<file path="src/inc/fiw_pkg.sv">
package fiw_pkg;

	// ----------------------------------------
	// sizes
	// ----------------------------------------
	localparam int ADDR_W = 15;
	localparam int WORD_W = 16;
	localparam int PAGE_WORDS = 64;
	localparam int OFS_W = 6;
	localparam logic [5:0] PAGE_LAST = 6'h3F;

	// ----------------------------------------
	// register offsets in data memory sector 1
	// ----------------------------------------
	localparam logic [7:0] OFS_FLASH_CONTROL = 8'h00;
	localparam logic [7:0] OFS_CHIP_RESET_PATTERN = 8'h01;
	localparam logic [7:0] OFS_BUFFER_CLEAR_CONTROL = 8'h02;
	localparam logic [7:0] OFS_FLASH_ADDRESS_LOW = 8'h03;
	localparam logic [7:0] OFS_FLASH_ADDRESS_HIGH = 8'h04;
	localparam logic [7:0] OFS_LOAD_WORD_LOW = 8'h05;
	localparam logic [7:0] OFS_LOAD_WORD_HIGH = 8'h06;
	localparam logic [7:0] OFS_SECOND_WORD_LOW = 8'h07;
	localparam logic [7:0] OFS_SECOND_WORD_HIGH = 8'h08;
	localparam logic [7:0] OFS_THIRD_WORD_LOW = 8'h09;
	localparam logic [7:0] OFS_THIRD_WORD_HIGH = 8'h0A;
	localparam logic [7:0] OFS_FOURTH_WORD_LOW = 8'h0B;
	localparam logic [7:0] OFS_FOURTH_WORD_HIGH = 8'h0C;

	// ----------------------------------------
	// reset values and codes
	// ----------------------------------------
	localparam logic [7:0] RESET_BYTE = 8'h00;
	localparam logic [7:0] CHIP_RESET_KEY = 8'h55;
	localparam logic [2:0] MODE_WRITE = 3'h0;
	localparam logic [2:0] MODE_PAGE_ERASE = 3'h1;
	localparam logic [2:0] MODE_READ = 3'h3;
	localparam logic [2:0] MODE_UNLOCK = 3'h6;

	// unlock key, per data pair 1..3, low and high bytes
	localparam logic [7:0] KEY_SECOND_LOW = 8'h00;
	localparam logic [7:0] KEY_THIRD_LOW = 8'h0D;
	localparam logic [7:0] KEY_FOURTH_LOW = 8'hC3;
	localparam logic [7:0] KEY_SECOND_HIGH = 8'h04;
	localparam logic [7:0] KEY_THIRD_HIGH = 8'h09;
	localparam logic [7:0] KEY_FOURTH_HIGH = 8'h40;

	// length of the unlock key window, in clock cycles
	localparam logic [11:0] UNLOCK_WIN_CYC = 12'h200;

	// ----------------------------------------
	// types
	// ----------------------------------------
	typedef struct packed {
		logic erase_write_enabled;
		logic [2:0] operation_select;
		logic unlock_trigger;
		logic write_initiate;
		logic read_enable;
		logic read_initiate;
	} fiw_fc0_t;

	typedef struct packed {
		logic wr;
		logic rd;
		logic [7:0] addr;
		logic [7:0] wdata;
	} fiw_bus_req_t;

	typedef struct packed {
		logic erase_write_enabled;
		logic [2:0] operation_select;
		logic write_initiate;
		logic read_enable;
		logic read_initiate;
		logic [14:0] addr;
	} fiw_flash_ctl_t;

endpackage

</file>
<file path="src/verilog/fiw_addr_ctr.sv">
`timescale 1ns/1ps

module fiw_addr_ctr (
	input wire logic i_clk,
	input wire logic i_rst_n,
	input wire logic i_wr_low,
	input wire logic i_wr_high,
	input wire logic [7:0] i_wdata,
	input wire logic i_inc,
	output logic [14:0] o_addr
);

	logic [14:0] addr_r;
	logic [14:0] addr_nxt;
	logic at_page_end;

	// ----------------------------------------
	// next address
	// ----------------------------------------
	assign at_page_end = (addr_r[5:0] == fiw_pkg::PAGE_LAST);

	always_comb begin
		addr_nxt = addr_r;
		if (i_wr_low) begin
			addr_nxt[7:0] = i_wdata;
		end else if (i_wr_high) begin
			addr_nxt[14:8] = i_wdata[6:0];
		end else if (i_inc && !at_page_end) begin
			// offset below the last word never carries out of the page
			addr_nxt = 15'(addr_r + 15'h0001);
		end
	end

	always_ff @(posedge i_clk or negedge i_rst_n) begin
		if (!i_rst_n) begin
			addr_r <= 15'h0000;
		end else begin
			addr_r <= addr_nxt;
		end
	end

	assign o_addr = addr_r;

endmodule // fiw_addr_ctr

</file>
<file path="src/verilog/fiw_write_buffer.sv">
`timescale 1ns/1ps

module fiw_write_buffer (
	input wire logic i_clk,
	input wire logic i_rst_n,
	input wire logic i_clear_start,
	input wire logic i_load,
	input wire logic [5:0] i_load_idx,
	input wire logic [15:0] i_load_word,
	input wire logic [5:0] i_rd_idx,
	output logic [15:0] o_rd_word,
	output logic o_clearing,
	output logic o_clear_done
);

	logic [15:0] word_r [fiw_pkg::PAGE_WORDS];
	logic [5:0] clr_idx_r;
	logic clearing_r;
	logic done_r;
	logic [15:0] rd_word_r;
	logic clr_last;

	assign clr_last = clearing_r && (clr_idx_r == fiw_pkg::PAGE_LAST);

	// ----------------------------------------
	// clear walk: one word per cycle
	// ----------------------------------------
	always_ff @(posedge i_clk or negedge i_rst_n) begin
		if (!i_rst_n) begin
			clearing_r <= 1'b0;
			clr_idx_r <= 6'h00;
			done_r <= 1'b0;
		end else if (i_clear_start) begin
			clearing_r <= 1'b1;
			clr_idx_r <= 6'h00;
			done_r <= 1'b0;
		end else begin
			clearing_r <= clearing_r && !clr_last;
			clr_idx_r <= clearing_r ? 6'(clr_idx_r + 6'h01) : 6'h00;
			done_r <= clr_last;
		end
	end

	// ----------------------------------------
	// storage
	// ----------------------------------------
	for (genvar g = 0; g < fiw_pkg::PAGE_WORDS; g++) begin : g_word
		wire logic clr_hit = clearing_r && (clr_idx_r == 6'(g));
		wire logic ld_hit = i_load && (i_load_idx == 6'(g));
		always_ff @(posedge i_clk or negedge i_rst_n) begin
			if (!i_rst_n) begin
				word_r[g] <= 16'h0000;
			end else if (clr_hit) begin
				word_r[g] <= 16'h0000;
			end else if (ld_hit) begin
				word_r[g] <= i_load_word;
			end
		end
	end

	always_ff @(posedge i_clk or negedge i_rst_n) begin
		if (!i_rst_n) begin
			rd_word_r <= 16'h0000;
		end else begin
			rd_word_r <= word_r[i_rd_idx];
		end
	end

	assign o_rd_word = rd_word_r;
	assign o_clearing = clearing_r;
	assign o_clear_done = done_r;

endmodule // fiw_write_buffer

</file>
<file path="src/verilog/fiw_iap_top.sv">
`timescale 1ns/1ps

// Function
// - buffer loads only once erase/write unlocked
// - clear trigger clears buffer, then self-clears
// - buffer holds 64 words of selected page
// - high byte write loads combined word
// - each load below page's last word increments address, written back
// - address saturates at page's last word
// - finished flash write clears buffer
// - low byte write only updates register
// - fifteen bit address over two registers
// - address high bit seven reads zero
// - address, four data pairs, three controls
// - registers at sector one data offsets
// - operation codes write, erase, read, unlock
// - write initiate cleared when write completes
// - enabled bit set only by hardware

module fiw_iap_top (
	input wire logic i_clk,
	input wire logic i_rst_n,
	input wire fiw_pkg::fiw_bus_req_t i_bus,
	output logic [7:0] o_rdata,
	input wire logic i_write_done,
	input wire logic i_read_done,
	input wire logic [5:0] i_buf_idx,
	output logic [15:0] o_buf_word,
	output fiw_pkg::fiw_flash_ctl_t o_flash,
	output logic o_chip_reset
);

	// ----------------------------------------
	// decode
	// ----------------------------------------
	function automatic logic hit(input fiw_pkg::fiw_bus_req_t b,
		input logic [7:0] ofs);
		hit = b.wr && (b.addr == ofs);
	endfunction

	wire logic wr_fc0 = hit(i_bus, fiw_pkg::OFS_FLASH_CONTROL);
	wire logic wr_fc1 = hit(i_bus, fiw_pkg::OFS_CHIP_RESET_PATTERN);
	wire logic wr_fc2 = hit(i_bus, fiw_pkg::OFS_BUFFER_CLEAR_CONTROL);
	wire logic wr_flash_address_low = hit(i_bus, fiw_pkg::OFS_FLASH_ADDRESS_LOW);
	wire logic wr_flash_address_high = hit(i_bus, fiw_pkg::OFS_FLASH_ADDRESS_HIGH);
	wire logic wr_d0l = hit(i_bus, fiw_pkg::OFS_LOAD_WORD_LOW);
	wire logic wr_d0h = hit(i_bus, fiw_pkg::OFS_LOAD_WORD_HIGH);
	wire logic wr_d1l = hit(i_bus, fiw_pkg::OFS_SECOND_WORD_LOW);
	wire logic wr_d1h = hit(i_bus, fiw_pkg::OFS_SECOND_WORD_HIGH);
	wire logic wr_d2l = hit(i_bus, fiw_pkg::OFS_THIRD_WORD_LOW);
	wire logic wr_d2h = hit(i_bus, fiw_pkg::OFS_THIRD_WORD_HIGH);
	wire logic wr_d3l = hit(i_bus, fiw_pkg::OFS_FOURTH_WORD_LOW);
	wire logic wr_d3h = hit(i_bus, fiw_pkg::OFS_FOURTH_WORD_HIGH);

	// ----------------------------------------
	// state
	// ----------------------------------------
	fiw_pkg::fiw_fc0_t fc0_r;
	fiw_pkg::fiw_fc0_t fc0_nxt;
	fiw_pkg::fiw_fc0_t fc0_wr;
	logic [7:0] fc1_r;
	logic clr_bit_r;
	logic [7:0] d0l_r, d0h_r, d1l_r, d1h_r, d2l_r, d2h_r, d3l_r, d3h_r;
	logic [11:0] win_cnt_r;
	logic [7:0] rdata_r;
	logic chip_reset_r;
	logic [14:0] flash_addr;
	logic buf_clearing;
	logic buf_clear_done;

	// ----------------------------------------
	// load path
	// ----------------------------------------
	// a load is dropped while locked or while the clear walk runs, so a
	// word loaded mid-clear can never be half erased behind software
	wire logic load_ok = fc0_r.erase_write_enabled && !buf_clearing;
	wire logic buf_load = wr_d0h && load_ok;
	wire logic [15:0] load_word = {i_bus.wdata, d0l_r};

	// ----------------------------------------
	// clear triggers
	// ----------------------------------------
	wire logic clr_sw_set = wr_fc2 && i_bus.wdata[0];
	wire logic clr_start = clr_sw_set || i_write_done;

	// ----------------------------------------
	// unlock key check
	// ----------------------------------------
	wire logic key_ok = (d1l_r == fiw_pkg::KEY_SECOND_LOW) &&
		(d2l_r == fiw_pkg::KEY_THIRD_LOW) &&
		(d3l_r == fiw_pkg::KEY_FOURTH_LOW) &&
		(d1h_r == fiw_pkg::KEY_SECOND_HIGH) &&
		(d2h_r == fiw_pkg::KEY_THIRD_HIGH) &&
		(d3h_r == fiw_pkg::KEY_FOURTH_HIGH);
	wire logic win_start = wr_fc0 && fc0_wr.unlock_trigger;
	wire logic win_end = fc0_r.unlock_trigger && !win_start &&
		(win_cnt_r == 12'h001);
	wire logic unlock_grant = win_end && key_ok &&
		(fc0_r.operation_select == fiw_pkg::MODE_UNLOCK);

	// ----------------------------------------
	// flash control next value
	// ----------------------------------------
	assign fc0_wr = fiw_pkg::fiw_fc0_t'(i_bus.wdata);

	always_comb begin
		fc0_nxt = fc0_r;
		if (wr_fc0) begin
			fc0_nxt.operation_select = fc0_wr.operation_select;
			fc0_nxt.unlock_trigger = fc0_wr.unlock_trigger;
			fc0_nxt.write_initiate = fc0_wr.write_initiate;
			fc0_nxt.read_enable = fc0_wr.read_enable;
			fc0_nxt.read_initiate = fc0_wr.read_initiate;
			// software may only drop the enable, never raise it
			if (!fc0_wr.erase_write_enabled) begin
				fc0_nxt.erase_write_enabled = 1'b0;
			end
		end
		if (win_end) begin
			fc0_nxt.unlock_trigger = 1'b0;
		end
		// hardware completion loses to a set in the same cycle
		if (i_write_done && !(wr_fc0 && fc0_wr.write_initiate)) begin
			fc0_nxt.write_initiate = 1'b0;
		end
		if (i_read_done && !(wr_fc0 && fc0_wr.read_initiate)) begin
			fc0_nxt.read_initiate = 1'b0;
		end
		if (unlock_grant) begin
			fc0_nxt.erase_write_enabled = 1'b1;
		end
	end

	always_ff @(posedge i_clk or negedge i_rst_n) begin
		if (!i_rst_n) begin
			fc0_r <= fiw_pkg::fiw_fc0_t'(fiw_pkg::RESET_BYTE);
		end else begin
			fc0_r <= fc0_nxt;
		end
	end

	// ----------------------------------------
	// unlock window timer
	// ----------------------------------------
	always_ff @(posedge i_clk or negedge i_rst_n) begin
		if (!i_rst_n) begin
			win_cnt_r <= 12'h000;
		end else if (win_start) begin
			win_cnt_r <= fiw_pkg::UNLOCK_WIN_CYC;
		end else if (win_cnt_r != 12'h000) begin
			win_cnt_r <= 12'(win_cnt_r - 12'h001);
		end
	end

	// ----------------------------------------
	// chip reset pattern
	// ----------------------------------------
	always_ff @(posedge i_clk or negedge i_rst_n) begin
		if (!i_rst_n) begin
			fc1_r <= fiw_pkg::RESET_BYTE;
			chip_reset_r <= 1'b0;
		end else begin
			if (wr_fc1) begin
				fc1_r <= i_bus.wdata;
			end
			chip_reset_r <= wr_fc1 &&
				(i_bus.wdata == fiw_pkg::CHIP_RESET_KEY);
		end
	end

	// ----------------------------------------
	// buffer clear control bit
	// ----------------------------------------
	always_ff @(posedge i_clk or negedge i_rst_n) begin
		if (!i_rst_n) begin
			clr_bit_r <= 1'b0;
		end else if (clr_sw_set) begin
			clr_bit_r <= 1'b1;
		end else if (buf_clear_done) begin
			clr_bit_r <= 1'b0;
		end
	end

	// ----------------------------------------
	// data register pairs
	// ----------------------------------------
	always_ff @(posedge i_clk or negedge i_rst_n) begin
		if (!i_rst_n) begin
			d0l_r <= fiw_pkg::RESET_BYTE;
			d0h_r <= fiw_pkg::RESET_BYTE;
		end else begin
			if (wr_d0l) begin
				d0l_r <= i_bus.wdata;
			end
			if (wr_d0h) begin
				d0h_r <= i_bus.wdata;
			end
		end
	end

	always_ff @(posedge i_clk or negedge i_rst_n) begin
		if (!i_rst_n) begin
			d1l_r <= fiw_pkg::RESET_BYTE;
			d1h_r <= fiw_pkg::RESET_BYTE;
			d2l_r <= fiw_pkg::RESET_BYTE;
			d2h_r <= fiw_pkg::RESET_BYTE;
		end else begin
			if (wr_d1l) d1l_r <= i_bus.wdata;
			if (wr_d1h) d1h_r <= i_bus.wdata;
			if (wr_d2l) d2l_r <= i_bus.wdata;
			if (wr_d2h) d2h_r <= i_bus.wdata;
		end
	end

	always_ff @(posedge i_clk or negedge i_rst_n) begin
		if (!i_rst_n) begin
			d3l_r <= fiw_pkg::RESET_BYTE;
			d3h_r <= fiw_pkg::RESET_BYTE;
		end else begin
			if (wr_d3l) d3l_r <= i_bus.wdata;
			if (wr_d3h) d3h_r <= i_bus.wdata;
		end
	end

	// ----------------------------------------
	// address and buffer
	// ----------------------------------------
	fiw_addr_ctr u_addr (
		.i_clk(i_clk),
		.i_rst_n(i_rst_n),
		.i_wr_low(wr_flash_address_low),
		.i_wr_high(wr_flash_address_high),
		.i_wdata(i_bus.wdata),
		.i_inc(buf_load),
		.o_addr(flash_addr)
	);

	fiw_write_buffer u_buf (
		.i_clk(i_clk),
		.i_rst_n(i_rst_n),
		.i_clear_start(clr_start),
		.i_load(buf_load),
		.i_load_idx(flash_addr[5:0]),
		.i_load_word(load_word),
		.i_rd_idx(i_buf_idx),
		.o_rd_word(o_buf_word),
		.o_clearing(buf_clearing),
		.o_clear_done(buf_clear_done)
	);

	// ----------------------------------------
	// read back
	// ----------------------------------------
	logic [7:0] rd_mux;

	always_comb begin
		rd_mux = 8'h00;
		case (i_bus.addr)
			fiw_pkg::OFS_FLASH_CONTROL: rd_mux = 8'(fc0_r);
			fiw_pkg::OFS_CHIP_RESET_PATTERN: rd_mux = fc1_r;
			fiw_pkg::OFS_BUFFER_CLEAR_CONTROL: rd_mux = {7'h00, clr_bit_r};
			fiw_pkg::OFS_FLASH_ADDRESS_LOW: rd_mux = flash_addr[7:0];
			fiw_pkg::OFS_FLASH_ADDRESS_HIGH:
				rd_mux = {1'b0, flash_addr[14:8]};
			fiw_pkg::OFS_LOAD_WORD_LOW: rd_mux = d0l_r;
			fiw_pkg::OFS_LOAD_WORD_HIGH: rd_mux = d0h_r;
			fiw_pkg::OFS_SECOND_WORD_LOW: rd_mux = d1l_r;
			fiw_pkg::OFS_SECOND_WORD_HIGH: rd_mux = d1h_r;
			fiw_pkg::OFS_THIRD_WORD_LOW: rd_mux = d2l_r;
			fiw_pkg::OFS_THIRD_WORD_HIGH: rd_mux = d2h_r;
			fiw_pkg::OFS_FOURTH_WORD_LOW: rd_mux = d3l_r;
			fiw_pkg::OFS_FOURTH_WORD_HIGH: rd_mux = d3h_r;
			default: rd_mux = 8'h00;
		endcase
	end

	always_ff @(posedge i_clk or negedge i_rst_n) begin
		if (!i_rst_n) begin
			rdata_r <= 8'h00;
		end else if (i_bus.rd) begin
			rdata_r <= rd_mux;
		end
	end

	// ----------------------------------------
	// outputs
	// ----------------------------------------
	assign o_rdata = rdata_r;
	assign o_chip_reset = chip_reset_r;
	assign o_flash.erase_write_enabled = fc0_r.erase_write_enabled;
	assign o_flash.operation_select = fc0_r.operation_select;
	assign o_flash.write_initiate = fc0_r.write_initiate;
	assign o_flash.read_enable = fc0_r.read_enable;
	assign o_flash.read_initiate = fc0_r.read_initiate;
	assign o_flash.addr = flash_addr;

endmodule // fiw_iap_top

</file>
<file path="config.mk">
export PLATFORM = sky130hd
export DESIGN_NAME = fiw_iap_top
export DESIGN_NICKNAME = d
export VERILOG_FILES = /design/src/inc/fiw_pkg.sv /design/src/verilog/fiw_addr_ctr.sv /design/src/verilog/fiw_write_buffer.sv /design/src/verilog/fiw_iap_top.sv
export SDC_FILE = /design/constraint.sdc
export NUM_CORES = 2
export LEC_CHECK = 0
export BUFFER_PORTS_ARGS = -buffer_cell sky130_fd_sc_hd__buf_4
export CAP_MARGIN = 20
export CORE_AREA = 2 2 470 472
export DETAILED_ROUTE_END_ITERATION = 6
export DIE_AREA = 0 0 472 474
export PLACE_DENSITY = 0.36
export SETUP_SLACK_MARGIN = 0.15
export SKIP_CTS_REPAIR_TIMING = 1
export SYNTH_ARGS = -nofsm -noshare
export SYNTH_HDL_FRONTEND = slang
export SYNTH_HIERARCHICAL = 1
export SYNTH_SLANG_ARGS = --single-unit
export TNS_END_PERCENT = 1
</file>
<file path="constraint.sdc">
create_clock -name i_clk -period 4.7 [get_ports i_clk]
set_input_delay 0.47 -clock i_clk [delete_from_list [all_inputs] [get_ports i_clk]]
set_output_delay 0.47 -clock i_clk [all_outputs]
set_load 0.01 [all_outputs]
</file>
; ---- Word level (Yosys, flattened, before mapping)
; Index checks and enable logic that the tools add are counted.
[classes]
eq_ne = 148
n_lt_le_gt_ge = 1
n_mux = 150
reduce_logical = 248
n_bitwise = 2
add_sub_neg = 3
[op_table]
columns = cell, count
row1 = $mux 16, 130
row2 = $eq 6x6->1 const B, 64
row3 = $eq 6x5->1 const B, 32
row4 = $logic_and 1x1->1, 161
row5 = $reduce_bool 2->1, 72
row6 = $pmux 8 s13, 1
row7 = $bmux 16 s6, 1
row8 = $eq 6x4->1 const B, 16
row9 = $eq 8x4->1 const B, 7
row10 = $eq 6x3->1 const B, 8
row11 = $eq 8x3->1 const B, 5
row12 = $eq 6x2->1 const B, 4
row13 = $mux 12, 2
row14 = $mux 8, 3
row15 = $eq 8x2->1 const B, 2
row16 = $eq 8x7->1 const B, 2
row17 = $logic_not 8->1, 2
row18 = $add 15x1->15 const B, 1
row19 = $mux 15, 1
row20 = $eq 12x1->1 const B, 1
row21 = $eq 6x1->1 const B, 2
row22 = $logic_not 6->1, 2
row23 = $mux 6, 2
row24 = $reduce_bool 12->1, 1
row25 = other kinds (14), 30
[word_totals]
word_cells = 641
inputBits = 28
out_inout_bits = 47
reg_bits = 1165

; ---- Logic depth before layout (Yosys ltp)
[logic_depth]
word_depth = 10
mapped_depth = 13
depth_no_buf = 8

; ---- Cells and area by module
; Netlist, hierarchy kept.
[by_module_without_submodules]
columns = mod, seq_area_each_um2, instances, area_each_um2, cells_each
row1 = fiw_write_buffer, 26225.2, 1, 48360.1, 4439
row2 = fiw_iap_top, 2552.4, 1, 5250.0, 460
row3 = fiw_addr_ctr, 375.4, 1, 877.1, 80

; ---- Worst setup path after synthesis
; Ideal clock, no wire load.
[synth_timing]
path_type = input -> register
from = input port i_bus[10] in the netlist's numbering
to = register u_buf/word_r[1000] in the netlist's numbering
setup_time_ps = 121
slack_ps = 1115
n_path_buf = 4
t_required_ps = 4579
cell_stages = 10
t_arrival_ps = 3464
path_cell_list = buf_2 > nor2b_1 > clkbuf_1 > nand2_1 > nor4b_1 > nor3b_2 > clkbuf_1 > a21oi_1 > buf_2 > a22o_1
[synth_via]
elab_chain_cells = 5
[synth_lines]
columns = element, line_no
row1 = from (decl), fiw_iap_top.sv:23  ; input wire fiw_pkg::fiw_bus_req_t i_bus,
row2 = $eq 8x3->1, fiw_iap_top.sv:38  ; hit = b.wr && (b.addr == ofs);
row3 = $logic_and 1x1->1, fiw_iap_top.sv:38
row4 = $logic_and 1x1->1, fiw_iap_top.sv:77  ; wire logic buf_load = wr_d0h && load_ok;
row5 = via buf_load, fiw_iap_top.sv:77
row6 = $logic_and 1x1->1, fiw_write_buffer.sv:49  ; wire logic ld_hit = i_load && (i_load_idx == 6'(g));
row7 = $reduce_bool 2->1 (no line), n/a
row8 = "to (signal, indexed assignment)", fiw_write_buffer.sv:56  ; word_r[g] <= i_load_word;
row9 = to (decl), fiw_write_buffer.sv:16  ; logic [15:0] word_r [fiw_pkg::PAGE_WORDS];
; The timed path passes the listed nets, and every way through them passes these cells.
; A chain may end at the register's enable or synchronous reset.

; ---- Final worst setup path
[layout_timing]
from = register u_addr.addr_r[1], in the netlist u_addr/o_addr[1]
to = register u_buf/word_r[211] in the netlist's numbering
[layout_via]
elab_chain_cells = 3
[layout_lines]
columns = element, line_no
row1 = from (decl), fiw_addr_ctr.sv:13  ; logic [14:0] addr_r;
row2 = from (signal assigned), fiw_addr_ctr.sv:38  ; addr_r <= addr_nxt;
row3 = $eq 6x6->1, fiw_write_buffer.sv:49
row4 = $logic_and 1x1->1, fiw_write_buffer.sv:49
row5 = $reduce_bool 2->1 (no line), n/a
; No other way between the ends.

==> impl_metrics.toml <==
[outcome]
outcome = "complete, no violations"

[synthesis]
synth-seq-area-share = 0.535
async_flop_share = 1.00
synth_fp_nets = 5015
yosysWarningCount = 6
synth_enable_flop_cells = 0
synth_area_um2 = 54500
syn_avg_cell_area_um2 = 10.9
synthCells = 4979
ys_ff_latch = 1165
ys_types = 76
synth_top_flop_cell = "dfrtp_1"

[cts]
cts_buffer_depth = 3
clock_latency_ns = 0.81
htreeDepth = 4
cts_tree = "yes"
path_clk_slew_ns = 0.06
numCtsBuffers = 146
root_buffer = "clkbuf_16"
clock-sinks = 1165

[sta]
worst_pin_slew_ns = 1.23
worst_hold_slack_ns = 0.0835
finalCritPeriodShare = 0.712
fin_crit_ns = 3.34
finalMaxSlewViolations = 0
slew_headroom = 0.175
setup_tns_ns = 0
fin_skew_ns = 0.0419
setup_viol_count_final = 0
setup_ws_ns = 1.36
hold_viol_final = 0
rsz0062_at_grt = "false"
max_freq_mhz = 299

[worst_setup_path]
crit_arrival_ns = 4.01
worstSetupStartpointType = "register"
path_max_fanout = 16
cpMaxStageDelayCell = "nor3_2"
r2r_slack_ns = 1.36
worstSetupEndpointType = "register"
cpPeakStageDelay_ns = 0.97
crit_chain = "nand2b_1 > nor3_2 > nand2_1 > nand2_1 > a21oi_1"
criticalPathCategory = "register to register"
cp_num_buf_inv = 0
critPathMostFrequentCell = "nand2_1"
cpLargestDelayFamily = "simple AND/OR/NAND/NOR gates"
required_ns = 5.36

[placed_design]
portBuffers = 74
dp_slack_ns = 0.860
gp_congestion = 0.846
dp_hpwl_um = 146000

[drt]
wirelength_um = 230000
vias = 41300
drtIter0Drc = 3807
ant_nets = 0
wl_per_cell_um = 28.8
post-route-drc-count = 0
drtPass1Iterations = 5
vias_per_cell = 5.18

[floorplan]
coreArea_um2 = 219000
std_cell_rows = 172
die_w_um = 472
pin_count = 75
start_util = 0.249
dieArea_um2 = 224000
die_h_um = 474

[finish]
synthToLayoutAreaGrowth_pct = 17.0
fin_nets = 5030
fill_cells = 22400
drive_gt1_frac = 0.199

[power]
power_density_nw_per_um2 = 368
p_leak_nw = 27.1
ir_drop_uv = 368

[global_route]
grt_pass1_vias = 41500
grt_pass1_wl_um = 330000
grt_start_max_net_pins = 121
overflow = 0
grt_use_total = 0.203
antenna_found_initial = 3

[run]
max_cap_viol_count = 0

[min_path]
min_path_type = "input pin to register"
==> worst min-delay path, stage by stage <==
cell and delay, ns:
buf_4 0.23, nand2_1 0.10, nand2_1 0.04
==> power breakdown <==
part           switching, W  leakage [nW]  internal, W
sequential         0.000154          16.2       0.0101
clock               0.00474          2.45      0.00702
combinational       0.00104          8.49     0.000379
==> sequential cells by signal, indices dropped and copies added (netlist names) <==
register,cells
fc1_r,8
fc0_r,1
u_buf/o_clearing,1
o_flash,7
clr_bit_r,1
d2l_r,8
win_cnt_r,12
o_chip_reset,1
u_buf/word_r,1024
d3h_r,8
d0h_r,8
d1h_r,8
u_buf/clr_idx_r,6
d3l_r,8
u_addr/o_addr,15
u_buf/o_rd_word,16
o_rdata,8
d0l_r,8
u_buf/o_clear_done,1
d1l_r,8
d2h_r,8
==> worst paths after layout <==
path | start | end | cells past startpoint
setup reg to reg | u_addr/o_addr[1] | u_buf/word_r[211] | 5
max in group asynchronous | i_rst_n | u_buf/word_r[501] | 4
min in group asynchronous | i_rst_n | u_buf/word_r[995] | 2
hold reg to reg | u_buf/o_clear_done | clr_bit_r | 1
hold / removal | i_bus[2] | o_flash[17] | 3
setup / recovery | u_addr/o_addr[1] | u_buf/word_r[211] | 5
==> cell usage in the layout (no fill, tap or decap), types with 8 or more instances in the layout <==
master / count
clkbuf_1: 23
mux4_2: 257
a22oi_1: 56
nand3_1: 25
clkbuf_16: 154
dfrtp_4: 8
clkinv_2: 18
nand2_1: 1307
buf_4: 267
mux2_2: 99
ha_1: 8
nand4_1: 11
a21oi_1: 619
o21ai_0: 16
nor3_1: 13
clkbuf_8: 39
nor4_2: 9
a21oi_2: 12
nand3b_1: 12
nand2b_1: 12
nor2_4: 8
nor2_2: 42
nor2b_1: 22
buf_12: 17
a22o_1: 438
inv_1: 10
nor2_1: 109
and2_1: 8
dfrtp_1: 1157
bufinv_16: 8
o22ai_1: 50
nor3_2: 31
mux2i_1: 72
xor2_1: 15
nor4_1: 13
==> cell type report <==
class | instances | area (µm²) | share of cell area
antenna | 4 | 10.0 | 0.000157
clock buffer | 215 | 4460 | 0.0700
clock inverter | 41 | 510 | 0.00800
inverter | 10 | 37.5 | 0.000589
multi-input combinational | 3376 | 23500 | 0.368
sequential | 1165 | 29200 | 0.458
tap | 2871 | 3590 | 0.0563
timing repair buffer | 295 | 2480 | 0.0389
==> layer usage <==
| layer | part of all wire | global-route usage |
|---|---|---|
| met5 | 0 | 0 |
| met4 | 0.031 | 0.0679 |
| met3 | 0.052 | 0.0295 |
| met2 | 0.45 | 0.310 |
| met1 | 0.47 | 0.294 |
==> through the flow <==
step                      std cells  power (W)   util  area (µm²)
after global placement         7709     0.0119  0.268       58700
after CTS                      7967     0.0238  0.291       63700
final                          7977     0.0234  0.292       63800
after detailed placement       7711     0.0119  0.269       58700
after global routing           7975     0.0243  0.292       63800
after floorplan                4979     0.0110      -       54500
==> kinds of logic (layout without fill, tap and decap cells) <==
logic type / count (synthesis) / after routing / share of synthesized area
AO/OA/AOI/OAI: 1235 / 1235 / 0.150
multiplexers: 429 / 429 / 0.140
XOR/XNOR: 19 / 19 / 0.00305
flip-flops: 1165 / 1165 / 0.535
adder cells (fa/ha/maj): 8 / 8 / 0.00184
buffers and inverters: 438 / 561 / 0.0364
AND/OR/NAND/NOR: 1685 / 1685 / 0.134
other: 0 / 4 / 0
==> synth_stat cells, types with 5 or more instances <==
master    count  area (µm²)
a22o_1      438        3840
nand2b_1     12        75.1
nor4_1       19         119
buf_2       119         596
nor2_1      115         432
a211oi_1      5        37.5
ha_1          8         100
o22ai_1      50         313
nand3_1      25         125
a21oi_1     631        3160
inv_1        10        37.5
mux2_2       99        1110
a221oi_1      7        61.3
mux2i_1      72         721
xor2_1       15         131
nor3_2       24         240
a22oi_1      56         420
buf_6        10         113
nand3b_1     12        90.1
and4_1        7        61.3
nand4b_1      7        61.3
nor2_2       36         225
nor2_4        8        90.1
clkbuf_1    243         912
nand4_1      11        68.8
o21ai_0      16        80.1
nor2b_1      22         138
and3_1        6        37.5
nor3_1       20         100
and2_1        8        50.1
buf_1        25        93.8
buf_4        31         233
mux4_2      257        5790
dfrtp_1    1165       29200
nand2_1    1307        4910
(Power assumes the default switching activity.)
